**config.mk**
```make
export PLATFORM = sky130hd
export DESIGN_NAME = isa_card_resource_router
export DESIGN_NICKNAME = d
export VERILOG_FILES = /design/src/core/isa_router_pkg.sv /design/src/core/isa_card_resource_router.sv
export VERILOG_INCLUDE_DIRS = /design/src /design/src/core
export SDC_FILE = /design/constraint.sdc
export NUM_CORES = 1
export LEC_CHECK = 0
export ABC_AREA = 1
export BUFFER_PORTS_ARGS = -buffer_cell sky130_fd_sc_hd__buf_4
export CAP_MARGIN = 0
export CORE_ASPECT_RATIO = 1.1
export CORE_MARGIN = 2
export CORE_UTILIZATION = 45
export CTS_CLUSTER_DIAMETER = 30
export DETAILED_ROUTE_END_ITERATION = 8
export GPL_TIMING_DRIVEN = 1
export PLACE_DENSITY = 0.78
export SLEW_MARGIN = 20
export SYNTH_ARGS = -nofsm -noshare
export SYNTH_HDL_FRONTEND = slang
export SYNTH_SLANG_ARGS = --single-unit
```
**constraint.sdc**
```tcl
create_clock -name clk -period 3.68 [get_ports clk]
set_input_delay 0.736 -clock clk [delete_from_list [all_inputs] [get_ports clk]]
set_output_delay 0.736 -clock clk [all_outputs]
set_load 0.01 [all_outputs]
```
**src/core/isa_router_defs.svh**
```systemverilog
`ifndef ISA_ROUTER_DEFS_SVH
`define ISA_ROUTER_DEFS_SVH

// ****************************************
// Pin-sharing modes, field widths, counts and reset values
// ****************************************
`define MODE_PIN_SHARE_0  1'b0
`define MODE_PIN_SHARE_1  1'b1
`define IO_ADDR_W         16
`define MEM_ADDR_W        24
`define NUM_LDEV          5
`define NUM_IRQ_LINES     11
`define NUM_DMA_CH        5
`define IO_SIZE_W         3
`define IO_SIZE_MAX       3'h6
`define IRQ_SEL_W         4
`define IRQ_SEL_NONE      4'hF
`define DMA_SEL_W         3
`define DMA_SEL_NONE      3'h7
`define MEM_MASK_RESET    24'hFF0000
`define CSN_RESET         8'h00

`endif

```
**src/core/isa_router_pkg.sv**
```systemverilog
package isa_router_pkg;

  // Plug-and-play card state; reset returns to waiting for the key.
  typedef enum logic [3:0] {
    ST_WAIT_KEY = 4'h1,
    ST_CONFIG   = 4'h2,
    ST_ACTIVE   = 4'h4,
    ST_SLEEP    = 4'h8
  } pnp_state_t;

endpackage

```
**src/core/isa_card_resource_router.sv**
```systemverilog
`timescale 1ns/1ps
`default_nettype none
`include "isa_router_defs.svh"

module isa_card_resource_router (
  input  wire logic                                      clk,
  input  wire logic                                      rst,
  input  wire logic                                      clk_en,
  // Configuration face; loaded from the serial store and the host.
  input  wire logic                                      cfg_mode,
  input  wire logic                                      cfg_key_seen,
  input  wire logic                                      cfg_wake,
  input  wire logic                                      cfg_activate,
  input  wire logic                                      cfg_exit,
  input  wire logic                                      cfg_defaults_loaded,
  input  wire logic                                      cfg_default_active,
  input  wire logic [7:0]                                cfg_csn_in,
  input  wire logic                                      cfg_csn_we,
  input  wire logic [`NUM_LDEV*`IO_ADDR_W-1:0]            cfg_io_base,
  input  wire logic [`NUM_LDEV*`IO_SIZE_W-1:0]            cfg_io_size,
  input  wire logic [2*`MEM_ADDR_W-1:0]                   cfg_mem_base,
  input  wire logic [2*`MEM_ADDR_W-1:0]                   cfg_mem_mask,
  input  wire logic [`NUM_LDEV*`IRQ_SEL_W-1:0]            cfg_irq_sel,
  input  wire logic [2*`DMA_SEL_W-1:0]                    cfg_dma_sel,
  input  wire logic [`NUM_LDEV-1:0]                       cfg_oen_a_dev,
  input  wire logic [`NUM_LDEV-1:0]                       cfg_oen_b_dev,
  output logic [7:0]                                     card_select_number,
  output logic                                           card_active,
  output logic                                           in_config,
  // Bus face.
  input  wire logic [15:0]                               bus_addr_lo,
  input  wire logic [2:0]                                shared_a16_18_in,
  input  wire logic [1:0]                                shared_a19_20_in,
  input  wire logic [1:0]                                shared_a21_22_in,
  output logic [1:0]                                     shared_a21_22_out,
  output logic [1:0]                                     shared_a21_22_oe,
  input  wire logic                                      shared_a23_in,
  output logic                                           shared_a23_out,
  output logic                                           shared_a23_oe,
  input  wire logic                                      shared_bale_in,
  output logic                                           shared_bale_out,
  output logic                                           shared_bale_oe,
  input  wire logic                                      bus_aen,
  input  wire logic                                      bus_ior_n,
  input  wire logic                                      bus_iow_n,
  input  wire logic                                      bus_memr_n,
  input  wire logic                                      bus_memw_n,
  input  wire logic [2:0]                                mapped_dma_ack_in_n,
  output logic [2:0]                                     mapped_dma_req_out,
  output logic [`NUM_IRQ_LINES-1:0]                      bus_irq,
  output logic                                           xcvr_output_enable_a_n,
  // Logical-device face.
  input  wire logic [1:0]                                dev_irq_in,
  input  wire logic [1:0]                                dev_dma_req_in,
  output logic [1:0]                                     dev_dma_ack_out_n,
  output logic [3:0]                                     dev_io_select_n,
  output logic [1:0]                                     dev_mem_select_n
);

  // ****************************************
  // Input synchronisers
  // ****************************************
  localparam int SW = 16 + 3 + 2 + 2 + 1 + 1 + 5 + 3 + 2 + 2;

  // Idle bus levels, so that reset release shows no false strobe, latch pulse or request.
  localparam logic [SW-1:0] SYNC_IDLE = {
    16'h0000,
    3'h0,
    2'h3,
    2'h0,
    1'h0,
    1'h0,
    1'h1,
    4'hF,
    3'h7,
    2'h0,
    2'h0
  };

  logic [SW-1:0] raw, s1_r, s2_r;
  assign raw = {bus_addr_lo, shared_a16_18_in, shared_a19_20_in, shared_a21_22_in,
                shared_a23_in, shared_bale_in, bus_aen, bus_ior_n, bus_iow_n, bus_memr_n,
                bus_memw_n, mapped_dma_ack_in_n, dev_irq_in, dev_dma_req_in};

  always_ff @(posedge clk or posedge rst) begin
    if (rst) begin
      s1_r <= SYNC_IDLE;
      s2_r <= SYNC_IDLE;
    end else if (clk_en) begin
      s1_r <= raw;
      s2_r <= s1_r;
    end
  end

  logic [15:0] a_lo;
  logic [2:0]  a16_18;
  logic [1:0]  a19_20, a21_22, irq01, drq01;
  logic        a23, bale, aen, ior_n, iow_n, memr_n, memw_n;
  logic [2:0]  cdack_n;
  assign {a_lo, a16_18, a19_20, a21_22, a23, bale, aen, ior_n, iow_n, memr_n, memw_n,
          cdack_n, irq01, drq01} = s2_r;

  // ****************************************
  // Card state and upper address latch
  // ****************************************
  isa_router_pkg::pnp_state_t st_r, st_nxt;
  logic [7:0]  csn_r, csn_nxt;
  logic [7:0]  upper_r, upper_nxt;
  logic        bale_d_r, bale_d_nxt;

  always_comb begin
    st_nxt     = st_r;
    csn_nxt    = csn_r;
    upper_nxt  = upper_r;
    bale_d_nxt = bale;
    if (cfg_csn_we) begin
      csn_nxt = cfg_csn_in;
    end
    unique case (st_r)
      isa_router_pkg::ST_WAIT_KEY: begin
        if (cfg_defaults_loaded && cfg_default_active) begin
          st_nxt = isa_router_pkg::ST_ACTIVE;
        end else if (cfg_key_seen) begin
          st_nxt = isa_router_pkg::ST_SLEEP;
        end
      end
      isa_router_pkg::ST_SLEEP: begin
        if (cfg_wake) begin
          st_nxt = isa_router_pkg::ST_CONFIG;
        end
      end
      isa_router_pkg::ST_CONFIG: begin
        if (cfg_exit) begin
          st_nxt = cfg_activate ? isa_router_pkg::ST_ACTIVE : isa_router_pkg::ST_WAIT_KEY;
        end
      end
      isa_router_pkg::ST_ACTIVE: begin
        if (cfg_key_seen) begin
          st_nxt = isa_router_pkg::ST_SLEEP;
        end
      end
      default: st_nxt = isa_router_pkg::ST_WAIT_KEY;
    endcase
    // In mode 0, latch the upper address while address latch enable is high.
    if (cfg_mode == `MODE_PIN_SHARE_0 && bale) begin
      upper_nxt = {a23, a21_22, a19_20, a16_18};
    end
  end

  always_ff @(posedge clk or posedge rst) begin
    if (rst) begin
      st_r     <= isa_router_pkg::ST_WAIT_KEY;
      csn_r    <= `CSN_RESET;
      upper_r  <= 8'h00;
      bale_d_r <= 1'b0;
    end else if (clk_en) begin
      st_r     <= st_nxt;
      csn_r    <= csn_nxt;
      upper_r  <= upper_nxt;
      bale_d_r <= bale_d_nxt;
    end
  end

  // ****************************************
  // Decode and routing
  // ****************************************
  function automatic logic io_hit(input logic [15:0] a, input logic [15:0] base,
                                  input logic [2:0] size);
    logic [15:0] m;
    m = 16'hFFFF << ((size > `IO_SIZE_MAX) ? `IO_SIZE_MAX : size);
    io_hit = ((a & m) == (base & m));
  endfunction

  logic                      active, mode1;
  logic [23:0]               mem_addr;
  logic [`NUM_LDEV-1:0]      io_sel, rd_sel;
  logic [1:0]                mem_sel;
  logic [`NUM_LDEV-1:0]      irq_all;
  logic [`NUM_IRQ_LINES-1:0] irq_nxt;
  logic [`NUM_DMA_CH-1:0]    drq_ch, dack_ch;
  logic [1:0]                dack_nxt;

  assign active   = (st_r == isa_router_pkg::ST_ACTIVE);
  assign mode1    = (cfg_mode == `MODE_PIN_SHARE_1);
  assign mem_addr = {upper_r, a_lo};
  assign irq_all  = mode1 ? {a16_18, irq01} : {3'h0, irq01};
  assign dack_ch  = {mode1 ? ~a19_20 : 2'h0, ~cdack_n};

  genvar g;
  generate
    for (g = 0; g < `NUM_LDEV; g++) begin : g_io
      assign io_sel[g] = active && !aen && (!ior_n || !iow_n) && (mode1 || g < 2) &&
                         io_hit(a_lo, cfg_io_base[g*16 +: 16], cfg_io_size[g*3 +: 3]);
      assign rd_sel[g] = io_sel[g] && !ior_n;
    end
    for (g = 0; g < 2; g++) begin : g_mem
      assign mem_sel[g] = active && !mode1 && (!memr_n || !memw_n) &&
                          ((mem_addr & cfg_mem_mask[g*24 +: 24]) ==
                           (cfg_mem_base[g*24 +: 24] & cfg_mem_mask[g*24 +: 24]));
    end
  endgenerate

  always_comb begin
    irq_nxt  = '0;
    drq_ch   = '0;
    dack_nxt = 2'h0;
    for (int d = 0; d < `NUM_LDEV; d++) begin
      if (active && irq_all[d] && cfg_irq_sel[d*4 +: 4] < `NUM_IRQ_LINES) begin
        irq_nxt[cfg_irq_sel[d*4 +: 4]] = 1'b1;
      end
    end
    for (int d = 0; d < 2; d++) begin
      if (active && drq01[d] && cfg_dma_sel[d*3 +: 3] < (mode1 ? 3'h5 : 3'h3)) begin
        drq_ch[cfg_dma_sel[d*3 +: 3]] = 1'b1;
      end
      if (active && cfg_dma_sel[d*3 +: 3] < 3'h5) begin
        dack_nxt[d] = dack_ch[cfg_dma_sel[d*3 +: 3]];
      end
    end
  end

  // ****************************************
  // Registered outputs
  // ****************************************
  logic [4:0]  io_r;
  logic [1:0]  mem_r, dack_r;
  logic [4:0]  drq_r;
  logic [10:0] irq_r;
  logic        oen_a_r, oen_b_r;

  always_ff @(posedge clk or posedge rst) begin
    if (rst) begin
      io_r    <= '0;
      mem_r   <= '0;
      dack_r  <= '0;
      drq_r   <= '0;
      irq_r   <= '0;
      oen_a_r <= 1'b0;
      oen_b_r <= 1'b0;
    end else if (clk_en) begin
      io_r    <= io_sel;
      mem_r   <= mem_sel;
      dack_r  <= dack_nxt;
      drq_r   <= drq_ch;
      irq_r   <= irq_nxt;
      oen_a_r <= |(rd_sel & cfg_oen_a_dev);
      oen_b_r <= mode1 && |(rd_sel & cfg_oen_b_dev);
    end
  end

  // ****************************************
  // Output pins
  // ****************************************
  assign card_select_number     = csn_r;
  assign card_active            = active;
  assign in_config              = (st_r == isa_router_pkg::ST_CONFIG);
  assign bus_irq                = irq_r;
  assign mapped_dma_req_out     = drq_r[2:0];
  assign dev_dma_ack_out_n      = ~dack_r;
  assign dev_io_select_n        = ~{mode1 ? io_r[3:2] : 2'h0, io_r[1:0]};
  assign dev_mem_select_n       = ~mem_r;
  assign shared_a21_22_out      = drq_r[4:3];
  assign shared_a21_22_oe       = {2{mode1}};
  assign shared_a23_out         = ~io_r[4];
  assign shared_a23_oe          = mode1;
  assign shared_bale_out        = ~oen_b_r;
  assign shared_bale_oe         = mode1;
  assign xcvr_output_enable_a_n = ~oen_a_r;

endmodule

`default_nettype wire

```
==> summary.txt, run 1 <==
Clock-pin slew on the worst setup and hold paths = 0.06 ns
DR iter-0 viols = 596
Final hold vios = 0
Via density = 5.11
Setup Buffers After CTS = 0
Gpl congestion = 0.975
Worst-Skew Late Latency = 0.41 ns
Detailed Routing Iterations Pass 1 = 5
Vias = 9188
Lkg Pwr = 0.00587 µW
Worst path slowest cell = nor2_2
Synthesized instance count = 1236
Post-Syn Area per Cell = 6.70 µm²
First-pass GRT wire length = 46700 µm
Mean routed wirelength per cell = 17.2 µm
Global router's overall resource usage = 0.311
Most frequent cells in the layout = nand2_1, buf_4, inv_1, nor2_1, o21ai_0
Most common cell after layout, fill and taps aside = nand2_1
Drt drc = 0
Core Region = 18200 µm²
Grt total ovfl = 0
Post-Syn Area = 8280 µm²
Max incr delay on CP = 0.58 ns
Max clock buf depth = 2
Placed Area = 10800 µm²
Register area share after synthesis = 0.369
Num CTS Buffers = 17
Largest net degree at the start of global routing = 148
Initial Utilization = 0.455
Unrepaired setup endpoints after global routing = false
Post-synth ARST share = 1.00
Crit end category = output pin
Slew margin rel. = 0.435
# H-tree levels = 4
Final-report max-slew violation count = 0
Worst Hold Class = register to register
Initial antenna violation count = 9
Worst Max-Slew Pin Slew = 0.845 ns
Cell variety after synth = 47
Ys flop type = dfrtp_1
Root buf cell = clkbuf_16
Required time worst endpoint = 2.94 ns
Final WL = 31000 µm
# Max-Cap Violations = 0
Fin nets = 1824
Die span in y = 146 µm
IR drop worst, VDD = 0.337 mV
Fmax = 395 MHz
Chip width = 133 µm
Die area = 19500 µm²
CP Launch Type = register
Outcome = completed
Post-synth EDFFs = 0
Tmin final = 2.53 ns
Syn. warnings = 0
CTS tree = done
Vias in the first global route = 8762
DPL Wire Length = 24900 µm
Io pins = 324
Finished layout cell area = 11500 µm²
Buffers on Ports = 323
Synth Register Bits = 121
Clock Skew = 0.0117 ns
Clk sinks = 121
Area growth syn-to-layout = 38.6%
Worst-path fanout max = 11
WS Path Type = register to output pin
CTS-repair resized insts = 0
Syn Nets = 1523
Hold_buf cts = 0
Antenna violation net count after detailed routing = 0
Setup TNS = 0 ns
Share of post-route cells with drive strength above 1 = 0.276
Critical path arrival = 1.80 ns
Pwr/cell area = 402 nW/µm²
Cell Chain, Critical Path = inv_2 -> nand2_1 -> nor2_2 -> buf_4
Row count = 52
Final critical-path share of the clock period = 0.689
Final setup fails = 0
Yosys cell counts, types with 2 or more instances:
| library cell | count | area, µm² |
|---|---|---|
| nor2_2 | 6 | 37.5 |
| o21ai_1 | 2 | 10.0 |
| nor2_1 | 126 | 473 |
| buf_2 | 14 | 70.1 |
| nand3_2 | 2 | 20.0 |
| buf_4 | 9 | 67.6 |
| nand2_1 | 406 | 1520 |
| nand4_1 | 25 | 156 |
| o211ai_1 | 2 | 15.0 |
| a31oi_1 | 5 | 31.3 |
| a21oi_1 | 59 | 295 |
| dfrtp_1 | 100 | 2500 |
| a211o_1 | 2 | 17.5 |
| dfstp_2 | 21 | 552 |
| a22oi_1 | 2 | 15.0 |
| a41oi_1 | 2 | 17.5 |
| o21ai_0 | 109 | 546 |
| o22ai_1 | 6 | 37.5 |
| o31ai_1 | 2 | 15.0 |
| nor4_2 | 2 | 25.0 |
| nor3_2 | 3 | 30.0 |
| a32o_1 | 2 | 20.0 |
| nor4_1 | 5 | 31.3 |
| mux2_2 | 8 | 90.1 |
| buf_1 | 2 | 7.51 |
| nand3_1 | 65 | 325 |
| inv_1 | 139 | 522 |
| inv_2 | 6 | 22.5 |
| ha_1 | 4 | 50.1 |
| o22a_1 | 4 | 35.0 |
| xor2_1 | 12 | 105 |
| o21a_1 | 4 | 30.0 |
| clkbuf_1 | 19 | 71.3 |
| nor3_1 | 6 | 30.0 |
| or2_2 | 12 | 75.1 |
| xnor2_1 | 32 | 280 |
worst max-delay path: cells and delay by family, from the launching register on:
family / cells / cell delay [ns]
DFF: 1 / 0.40
and+or+nand+nor: 2 / 0.66
buffers and inverters: 2 / 0.33
final timing paths:
check,slack [ns],startpoint,depth (start not counted),to
max,1.15,st_r[1]$_DFFE_PP0P_,4,card_active
min,0.47,s1_r[16]$_DFFE_PP1P_,2,s1_r[16]$_DFFE_PP1P_
max reg2reg,1.32,st_r[1]$_DFFE_PP0P_,11,oen_a_r$_DFFE_PP0P_
min reg2reg,0.47,s1_r[16]$_DFFE_PP1P_,2,s1_r[16]$_DFFE_PP1P_
max in group asynchronous,2.35,rst,3,s1_r[17]$_DFFE_PP1P_
min in group asynchronous,0.49,rst,2,card_select_number[6]$_DFFE_PP0P_
cells by family (layout without fill, tap and decap cells):
kind of cell | Yosys count | after routing | synth area share
other | 0 | 6 | 0
buffers and inverters | 190 | 504 | 0.0932
AND/OR/NAND/NOR | 664 | 664 | 0.338
AO/OA/AOI/OAI | 205 | 205 | 0.137
XOR/XNOR | 44 | 44 | 0.0465
multiplexers | 8 | 8 | 0.0109
flip-flops | 121 | 121 | 0.369
adder cells (fa/ha/maj) | 4 | 4 | 0.00604
flip-flops by register name (all words and copies together), names as in the netlist:
name	count
bus_irq	11
card_select_number	8
dack_r	2
drq_r	5
io_r	5
mem_r	2
oen_a_r	1
oen_b_r	1
s1_r	37
s2_r	37
st_r	4
upper_r	8
power by group:
group | switching, µW | leakage (µW) | internal (µW)
registers | 195 | 0.00147 | 1500
clock network | 654 | 0.000295 | 1100
logic | 638 | 0.00410 | 528
final cells by class:
| cell class | instances | area [µm²] |
|---|---|---|
| Fill cell | 1743 | 6740 |
| Multi-Input combinational cell | 925 | 4460 |
| Sequential cell | 121 | 3050 |
| Timing Repair Buffer | 327 | 2480 |
| Inverter | 145 | 548 |
| Clock buffer | 18 | 439 |
| Tap cell | 243 | 304 |
| Clock inverter | 14 | 183 |
| Antenna cell | 6 | 15.0 |
through the flow:
stage	total power, µW	hold WS, ns	setup WS (ns)	std cells	util
after floorplan	2330	0.442	1.48	1236	-
after global placement	2850	0.454	1.42	1761	0.595
after detailed placement	2880	0.458	1.34	1761	0.595
after CTS	4630	0.470	1.14	1793	0.629
after global routing	4850	0.488	1.10	1797	0.630
final	4620	0.468	1.15	1799	0.630
per-layer routing:
layer,global-route usage,part of all wire,vias to the layer above
met5,0,0.0014,-
li1,-,-,4565
met3,0.0837,0.073,49
met4,0.123,0.035,6
met2,0.538,0.49,352
met1,0.368,0.40,4216
(Power assumes the default switching activity.)
==> run 2, diff against run 1 <==
==> constraint.sdc (replaced) <==
create_clock -name clk -period 2.19 [get_ports clk]
set_input_delay 0.438 -clock clk [delete_from_list [all_inputs] [get_ports clk]]
set_output_delay 0.438 -clock clk [all_outputs]
set_load 0.01 [all_outputs]
==> run 2 against run 1 <==
Effect of this change: via count up 0.73%; sequential share of layout area down 0.087 points; final area up 0.33%; global-route usage up 0.77 points; count of clock-buffer cells in the layout unchanged; sequential cell count unchanged; critical path type is now register to register; register-to-register slack worse by 1.1 ns; wire length up 0.58%; first-iteration DRC count up 5.0%; hold slack worse by 0.45 ns.
==> summary.txt, run 2 (synthesis results as in run 1) <==
Outcome = completed (unchanged)
Final WL = 31100 µm (was 31000 µm)
Most frequent cells in the layout = nand2_1, buf_4, inv_1, nor2_1, o21ai_0 (unchanged)
Placed Area = 10900 µm² (was 10800 µm²)
Buffers on Ports = 323 (unchanged)
Reg2reg path depth = 10 (was 11)
Die span in y = 146 µm (unchanged)
Post-Route Utilization = 0.632 (was 0.630)
Cell count after placement = 1768 (was 1761)
Required time worst endpoint = 2.53 ns (was 2.94 ns)
# Max-Cap Violations = 0 (unchanged)
Pwr/cell area = 664 nW/µm² (was 402 nW/µm²)
Num CTS Buffers = 17 (unchanged)
Via density = 5.13 (was 5.11)
Detailed Routing Iterations Pass 1 = 6 (was 5)
Slew margin rel. = 0.600 (was 0.435)
Gr busiest metal = met2 (unchanged)
Final critical-path share of the clock period = 0.902
Unrepaired setup endpoints after global routing = false (unchanged)
CTS tree = done (unchanged)
Flop2flop setup slack = 0.21 ns (was 1.32 ns)
Worst-path fanout max = 7 (was 11)
Drt drc = 0 (unchanged)
Antenna violation net count after detailed routing = 0 (unchanged)
DPL Wire Length = 25200 µm (was 24900 µm)
Fmax = 506 MHz
Multi-input logic area = 4460 µm² (about the same)
Max clock buf depth = 2 (unchanged)
CP Launch Type = register (unchanged)
Vias in the first global route = 8906 (was 8762)
Lkg Pwr = 0.00590 µW (was 0.00587 µW)
Gpl congestion = 0.951 (was 0.975)
GRT met3 Usage = 0.0972 (was 0.0837)
Reg-to-reg critical path endpoint = bus_irq[1]$_DFFE_PP0P_ (was oen_a_r$_DFFE_PP0P_)
# H-tree levels = 4 (unchanged)
WS Path Type = register to register (was register to output pin)
M1 GR Usage = 0.371 (was 0.368)
Grt total ovfl = 0 (unchanged)
Reg2reg start = st_r[1]$_DFFE_PP0P_ (unchanged)
Total power = 7650 µW (was 4620 µW)
Filler cell count = 1737 (was 1743)
Critical path arrival = 2.32 ns (was 1.80 ns)
Worst Hold Class = primary input to asynchronous set/reset pin (was register to register)
IR drop worst, VDD = 0.585 mV (was 0.337 mV)
Largest net degree at the start of global routing = 118 (was 148)
Tmin final = 1.98 ns
Vias = 9255 (was 9188)
Final setup fails = 0 (unchanged)
Clk sinks = 121 (unchanged)
Reg area = 3050 µm² (unchanged)
Finished layout cell area = 11500 µm² (about the same)
Initial antenna violation count = 7 (was 9)
Crit end category = register (was output pin)
Initial Utilization = 0.455 (unchanged)
Row count = 52 (unchanged)
Setup TNS = 0 ns (unchanged)
Global router's overall resource usage = 0.319 (was 0.311)
First-pass GRT wire length = 47500 µm (was 46700 µm)
Area growth syn-to-layout = 39.0% (was 38.6%)
Worst Max-Slew Pin Slew = 0.599 ns (was 0.845 ns)
Worst-Skew Late Latency = 0.42 ns (was 0.41 ns)
Final hold vios = 0 (unchanged)
Most common cell after layout, fill and taps aside = nand2_1 (unchanged)
DR iter-0 viols = 626 (was 596)
Clock Skew = 0.0107 ns (was 0.0117 ns)
Clock-pin slew on the worst setup and hold paths = 0.06 ns (about the same)
Chip width = 133 µm (unchanged)
Fin nets = 1831 (was 1824)
Final-report max-slew violation count = 0 (unchanged)
Io pins = 324 (unchanged)
Share of post-route cells with drive strength above 1 = 0.279 (was 0.276)
Mean routed wirelength per cell = 17.3 µm (was 17.2 µm)
Post-route non-filler standard cell count = 1804 (was 1799)
Setup Buffers After CTS = 0 (unchanged)
GR Layer Usage met2 = 0.538 (unchanged)
Root buf cell = clkbuf_16 (unchanged)
Die area = 19500 µm² (unchanged)
Core Region = 18200 µm² (unchanged)
-- run 2: stage by stage --
| stage | hold slack (ns) | setup slack [ns] |
|---|---|---|
| after floorplan | 0.442 | 0.286 |
| after global placement | 0.450 | 0.208 |
| after detailed placement | 0.456 | 0.166 |
| after CTS | 0.0176 | 0.147 |
| after global routing | 0.0250 | 0.0936 |
| final | 0.0169 | 0.214 |
-- run 2: layout make-up --
cell class	instances	share of cell area
antenna	4	0.000869
multi-input combinational	925	0.388
clock inverter	14	0.0142
sequential	121	0.265
inverter	145	0.0476
clock buffer	18	0.0373
timing repair buffer	334	0.221
tap	243	0.0264
-- run 2: timing repair --
| item | in CTS | in global routing |
|---|---|---|
| hold buffers | 0 | 0 |
| gates resized for setup | 0 | 1 |
| setup endpoints to repair | 0 | 1 |
-- run 2: layer usage --
metal,part of all wire,vias up
li1,-,4573
met3,0.090,75
met1,0.38,4197
met4,0.045,6
met2,0.48,404
met5,0.0013,-
-- run 2: power by group --
group / total [µW] / switching, µW / internal (µW)
clock: 2810 / 1110 / 1700
combinational: 2000 / 1100 / 907
sequential: 2830 / 309 / 2530
total: 7650 / 2520 / 5130
-- run 2: how the worst max path moves through the flow --
| stage | from | end | slack [ns] | cells past startpoint |
|---|---|---|---|---|
| after floorplan | rst | bus_irq[0]$_DFFE_PP0P_ | 0.29 | 1 |
| after global placement | s2_r[32]$_DFFE_PP0P_ | mem_r[0]$_DFFE_PP0P_ | 0.21 | 7 |
| after detailed placement | s2_r[32]$_DFFE_PP0P_ | mem_r[0]$_DFFE_PP0P_ | 0.17 | 7 |
| after CTS | s2_r[32]$_DFFE_PP0P_ | mem_r[0]$_DFFE_PP0P_ | 0.15 | 7 |
| after global routing | st_r[3]$_DFFE_PP0P_ | oen_b_r$_DFFE_PP0P_ | 0.09 | 13 |
| final | st_r[1]$_DFFE_PP0P_ | bus_irq[1]$_DFFE_PP0P_ | 0.21 | 10 |
-- run 2: worst max-delay path: stages, from the launching register on --
cell,delay (ns)
dfrtp_1,0.40
inv_2,0.09
nand2_1,0.08
nor2_2,0.24
buf_4,0.25
nand3_2,0.14
inv_1,0.13
nand3_1,0.13
o22ai_1,0.23
nor2_1,0.08
a21oi_1,0.13
==> run 3, diff against run 2 <==
--- a/config.mk
+++ b/config.mk
@@ -6,12 +6,11 @@
 export SDC_FILE = /design/constraint.sdc
 export NUM_CORES = 1
 export LEC_CHECK = 0
-export ABC_AREA = 1
 export BUFFER_PORTS_ARGS = -buffer_cell sky130_fd_sc_hd__buf_4
 export CAP_MARGIN = 0
 export CORE_ASPECT_RATIO = 1.1
 export CORE_MARGIN = 2
-export CORE_UTILIZATION = 45
+export CORE_UTILIZATION = 44
 export CTS_CLUSTER_DIAMETER = 30
 export DETAILED_ROUTE_END_ITERATION = 8
 export GPL_TIMING_DRIVEN = 1
==> run 3 against run 2 <==
Effect of this change: utilization increased by 3.4 points; hold slack improved by 0.024 ns; sequential power up 5%; first-iteration DRC count fell by 9.1%; setup slack lost 0.19 ns; final area shrank 5.0%; global-route usage down 3.0 points; combinational power up 14%; synthesized cell count is 43% lower; via count fell by 24%; cell count shrank 30%; critical endpoint is now oen_b_r$_DFFE_PP0P_; highest routed layer is now met4.
==> summary.txt, run 3 <==
First-pass GRT wire length = 39100 µm (was 47500 µm)
Synth top area cells = dfrtp_1, mux2_2, xor2_1 (was dfrtp_1, nand2_1, dfstp_2)
Detailed Routing Iterations Pass 1 = 6 (unchanged)
Row count = 49 (was 52)
CP Launch Type = register (unchanged)
Lkg Pwr = 0.00493 µW (was 0.00590 µW)
Cell variety after synth = 68 (was 47)
Total power = 8020 µW (was 7650 µW)
Clk sinks = 121 (unchanged)
Core Region = 16400 µm² (was 18200 µm²)
Crit end category = register (unchanged)
Post-synth ARST share = 1.00 (unchanged)
Synth Register Bits = 121 (unchanged)
Via density = 5.59 (was 5.13)
Post-Syn Area = 7420 µm² (was 8280 µm²)
Pwr/cell area = 732 nW/µm² (was 664 nW/µm²)
Outcome = completed (unchanged)
Fmax = 462 MHz (was 506 MHz)
Syn. warnings = 0 (unchanged)
Final WL = 25900 µm (was 31100 µm)
Die area = 17900 µm² (was 19500 µm²)
Largest net degree at the start of global routing = 38 (was 118)
Share of post-route cells with drive strength above 1 = 0.496 (was 0.279)
Post-Syn Area per Cell = 10.5 µm² (was 6.70 µm²)
Chip width = 128 µm (was 133 µm)
# H-tree levels = 4 (unchanged)
Area share of the largest cell type after synthesis = 0.337 (was 0.302)
Max incr delay on CP = 0.51 ns (was 0.40 ns)
Worst-Skew Late Latency = 0.42 ns (about the same)
Finished layout cell area = 10900 µm² (was 11500 µm²)
Area growth syn-to-layout = 47.6% (was 39.0%)
Final critical-path share of the clock period = 0.988 (was 0.902)
Root buf cell = clkbuf_16 (unchanged)
Worst Max-Slew Pin Slew = 0.480 ns (was 0.599 ns)
Unrepaired setup endpoints after global routing = true (was false)
CP top delay family = compound AO/OA/AOI/OAI gates (was simple AND/OR/NAND/NOR gates)
Setup TNS = 0 ns (unchanged)
DR iter-0 viols = 569 (was 626)
Final hold vios = 0 (unchanged)
Num CTS Buffers = 17 (unchanged)
Vias in the first global route = 7197 (was 8906)
WS Path Type = register to register (unchanged)
IR drop worst, VDD = 0.548 mV (was 0.585 mV)
Drt drc = 0 (unchanged)
Clock Skew = 0.00721 ns (was 0.0107 ns)
Cell Chain, Critical Path = xnor2_1 -> o211ai_1 -> a2111oi_1 -> buf_4 -> o211ai_1 -> o221a_1 -> a31oi_1 (was inv_2 -> nand2_1 -> nor2_2 -> buf_4 -> nand3_2 -> inv_1 -> nand3_1 -> o22ai_1 -> nor2_1 -> a21oi_1)
Final Hold Slack = 0.0413 ns (was 0.0169 ns)
Vias = 7053 (was 9255)
Placed Area = 10200 µm² (was 10900 µm²)
Slew margin rel. = 0.672 (was 0.600)
Dominant cell type by area after synthesis = dfrtp_1 (unchanged)
Die span in y = 140 µm (was 146 µm)
Hold_buf cts = 0 (unchanged)
Final setup fails = 0 (unchanged)
Initial Utilization = 0.451 (was 0.455)
Mean routed wirelength per cell = 20.5 µm (was 17.3 µm)
Buffers on Ports = 323 (unchanged)
Required time worst endpoint = 2.53 ns (about the same)
Final-report max-slew violation count = 0 (unchanged)
Filler cell count = 1291 (was 1737)
Register area share after synthesis = 0.412 (was 0.369)
Clock-pin slew on the worst setup and hold paths = 0.06 ns (about the same)
Initial antenna violation count = 0 (was 7)
Synthesized instance count = 704 (was 1236)
Diode count = 0 (was 4)
Critical path arrival = 2.50 ns (was 2.32 ns)
Global router's overall resource usage = 0.289 (was 0.319)
Antenna violation net count after detailed routing = 0 (unchanged)
Tmin final = 2.16 ns (was 1.98 ns)
Post-Route Utilization = 0.666 (was 0.632)
Gpl congestion = 0.972 (was 0.951)
Most common cell after layout, fill and taps aside = buf_4 (was nand2_1)
Reg area = 3060 µm² (was 3050 µm²)
Grt total ovfl = 0 (unchanged)
Fin nets = 1331 (was 1831)
Syn Nets = 991 (was 1523)
# Max-Cap Violations = 0 (unchanged)
Synth cell count leaders = dfrtp_1, xor2_1, mux2_2 (was nand2_1, inv_1, nor2_1)
Worst path bufs/invs = 1 (was 3)
CTS tree = done (unchanged)
Max clock buf depth = 2 (unchanged)
Post-synth EDFFs = 0 (unchanged)
Crit path top cell by count = o211ai_1
Most frequent cells in the layout = buf_4, dfrtp_1, xor2_1, mux2_2, nor2_1 (was nand2_1, buf_4, inv_1, nor2_1, o21ai_0)
DPL Wire Length = 20800 µm (was 25200 µm)
Io pins = 324 (unchanged)
Ys flop type = dfrtp_1 (unchanged)
Worst path slowest cell = dfrtp_1 (unchanged)
Worst Hold Class = primary input to asynchronous set/reset pin (unchanged)
Multi-input logic area = 4120 µm² (was 4460 µm²)
Worst-path fanout max = 6 (was 7)
Count leader, synth = dfrtp_1 (was nand2_1)
## run 3: cell count changes after synthesis, moves of 11 or more
cell,delta
o21ai_0,-95
a22oi_1,+14
nand3_1,-47
inv_1,-113
mux2_2,+83
xor2_1,+82
nor2_1,-88
a21oi_1,-36
nand2_1,-382
or2_2,-11
## run 3: worst paths after layout
check	start	slack, ns	end	cells past startpoint
min in group clk	cfg_csn_in[5]	0.25	card_select_number[5]$_DFFE_PP0P_	2
worst min-delay path	rst	0.04	s2_r[21]$_DFFE_PP0P_	2
worst min register to register	io_r[2]$_DFFE_PP0P_	0.50	io_r[2]$_DFFE_PP0P_	1
worst max register to register	s2_r[21]$_DFFE_PP0P_	0.03	oen_b_r$_DFFE_PP0P_	7
max in group asynchronous	rst	1.54	s2_r[10]$_DFFE_PP1P_	3
worst max-delay path	s2_r[21]$_DFFE_PP0P_	0.03	oen_b_r$_DFFE_PP0P_	7
## run 3: per-stage QoR
step	std cells	setup WS, ns
2_1_floorplan	704	0.188
3_3_place_gp	1226	0.0417
3_5_place_dp	1226	-0.00620
4_1_cts	1258	0.00656
5_1_grt	1261	-0.0894
6_report	1261	0.0261
## run 3: layer usage
| metal | GRT usage | part of all wire |
|---|---|---|
| met3 | 0.0783 | 0.077 |
| met5 | 0 | 0 |
| met1 | 0.371 | 0.41 |
| met2 | 0.466 | 0.48 |
| met4 | 0.112 | 0.030 |
## run 3: cell type report
type / count / share of cell area
clock buffer: 22 / 0.0424
clock inverter: 10 / 0.0110
inverter: 27 / 0.0107
multi-input combinational: 515 / 0.377
sequential: 121 / 0.279
tap: 204 / 0.0233
timing repair buffer: 362 / 0.257
## run 3: repair_timing
action,4_1_cts,5_1_grt
pin swaps,0,6
buffers inserted,0,3
endpoints found under the setup margin,1,8
resized for setup,1,17
## run 3: kinds of logic after synthesis
family	after synthesis	share of synthesized area
AOI/OAI and AO/OA	124	0.121
xor gates and xnor gates	129	0.152
and+or+nand+nor	164	0.123
adders and majority gates	4	0.00675
muxes	94	0.144
DFF	121	0.412
buffers and inverters	68	0.0410
## run 3: power by group
group / internal, µW / total (µW) / switching (µW)
combinational: 1260 / 2280 / 1020
clock: 1740 / 2780 / 1040
sequential: 2590 / 2960 / 368
total: 5590 / 8020 / 2430
## run 3: worst register-to-register path, delay by kind of cell, from the launching register on
kind	cells	cell delay [ns]
AOI/OAI and AO/OA	5	1.12
DFF	1	0.51
xor gates and xnor gates	1	0.27
buffers and inverters	1	0.19
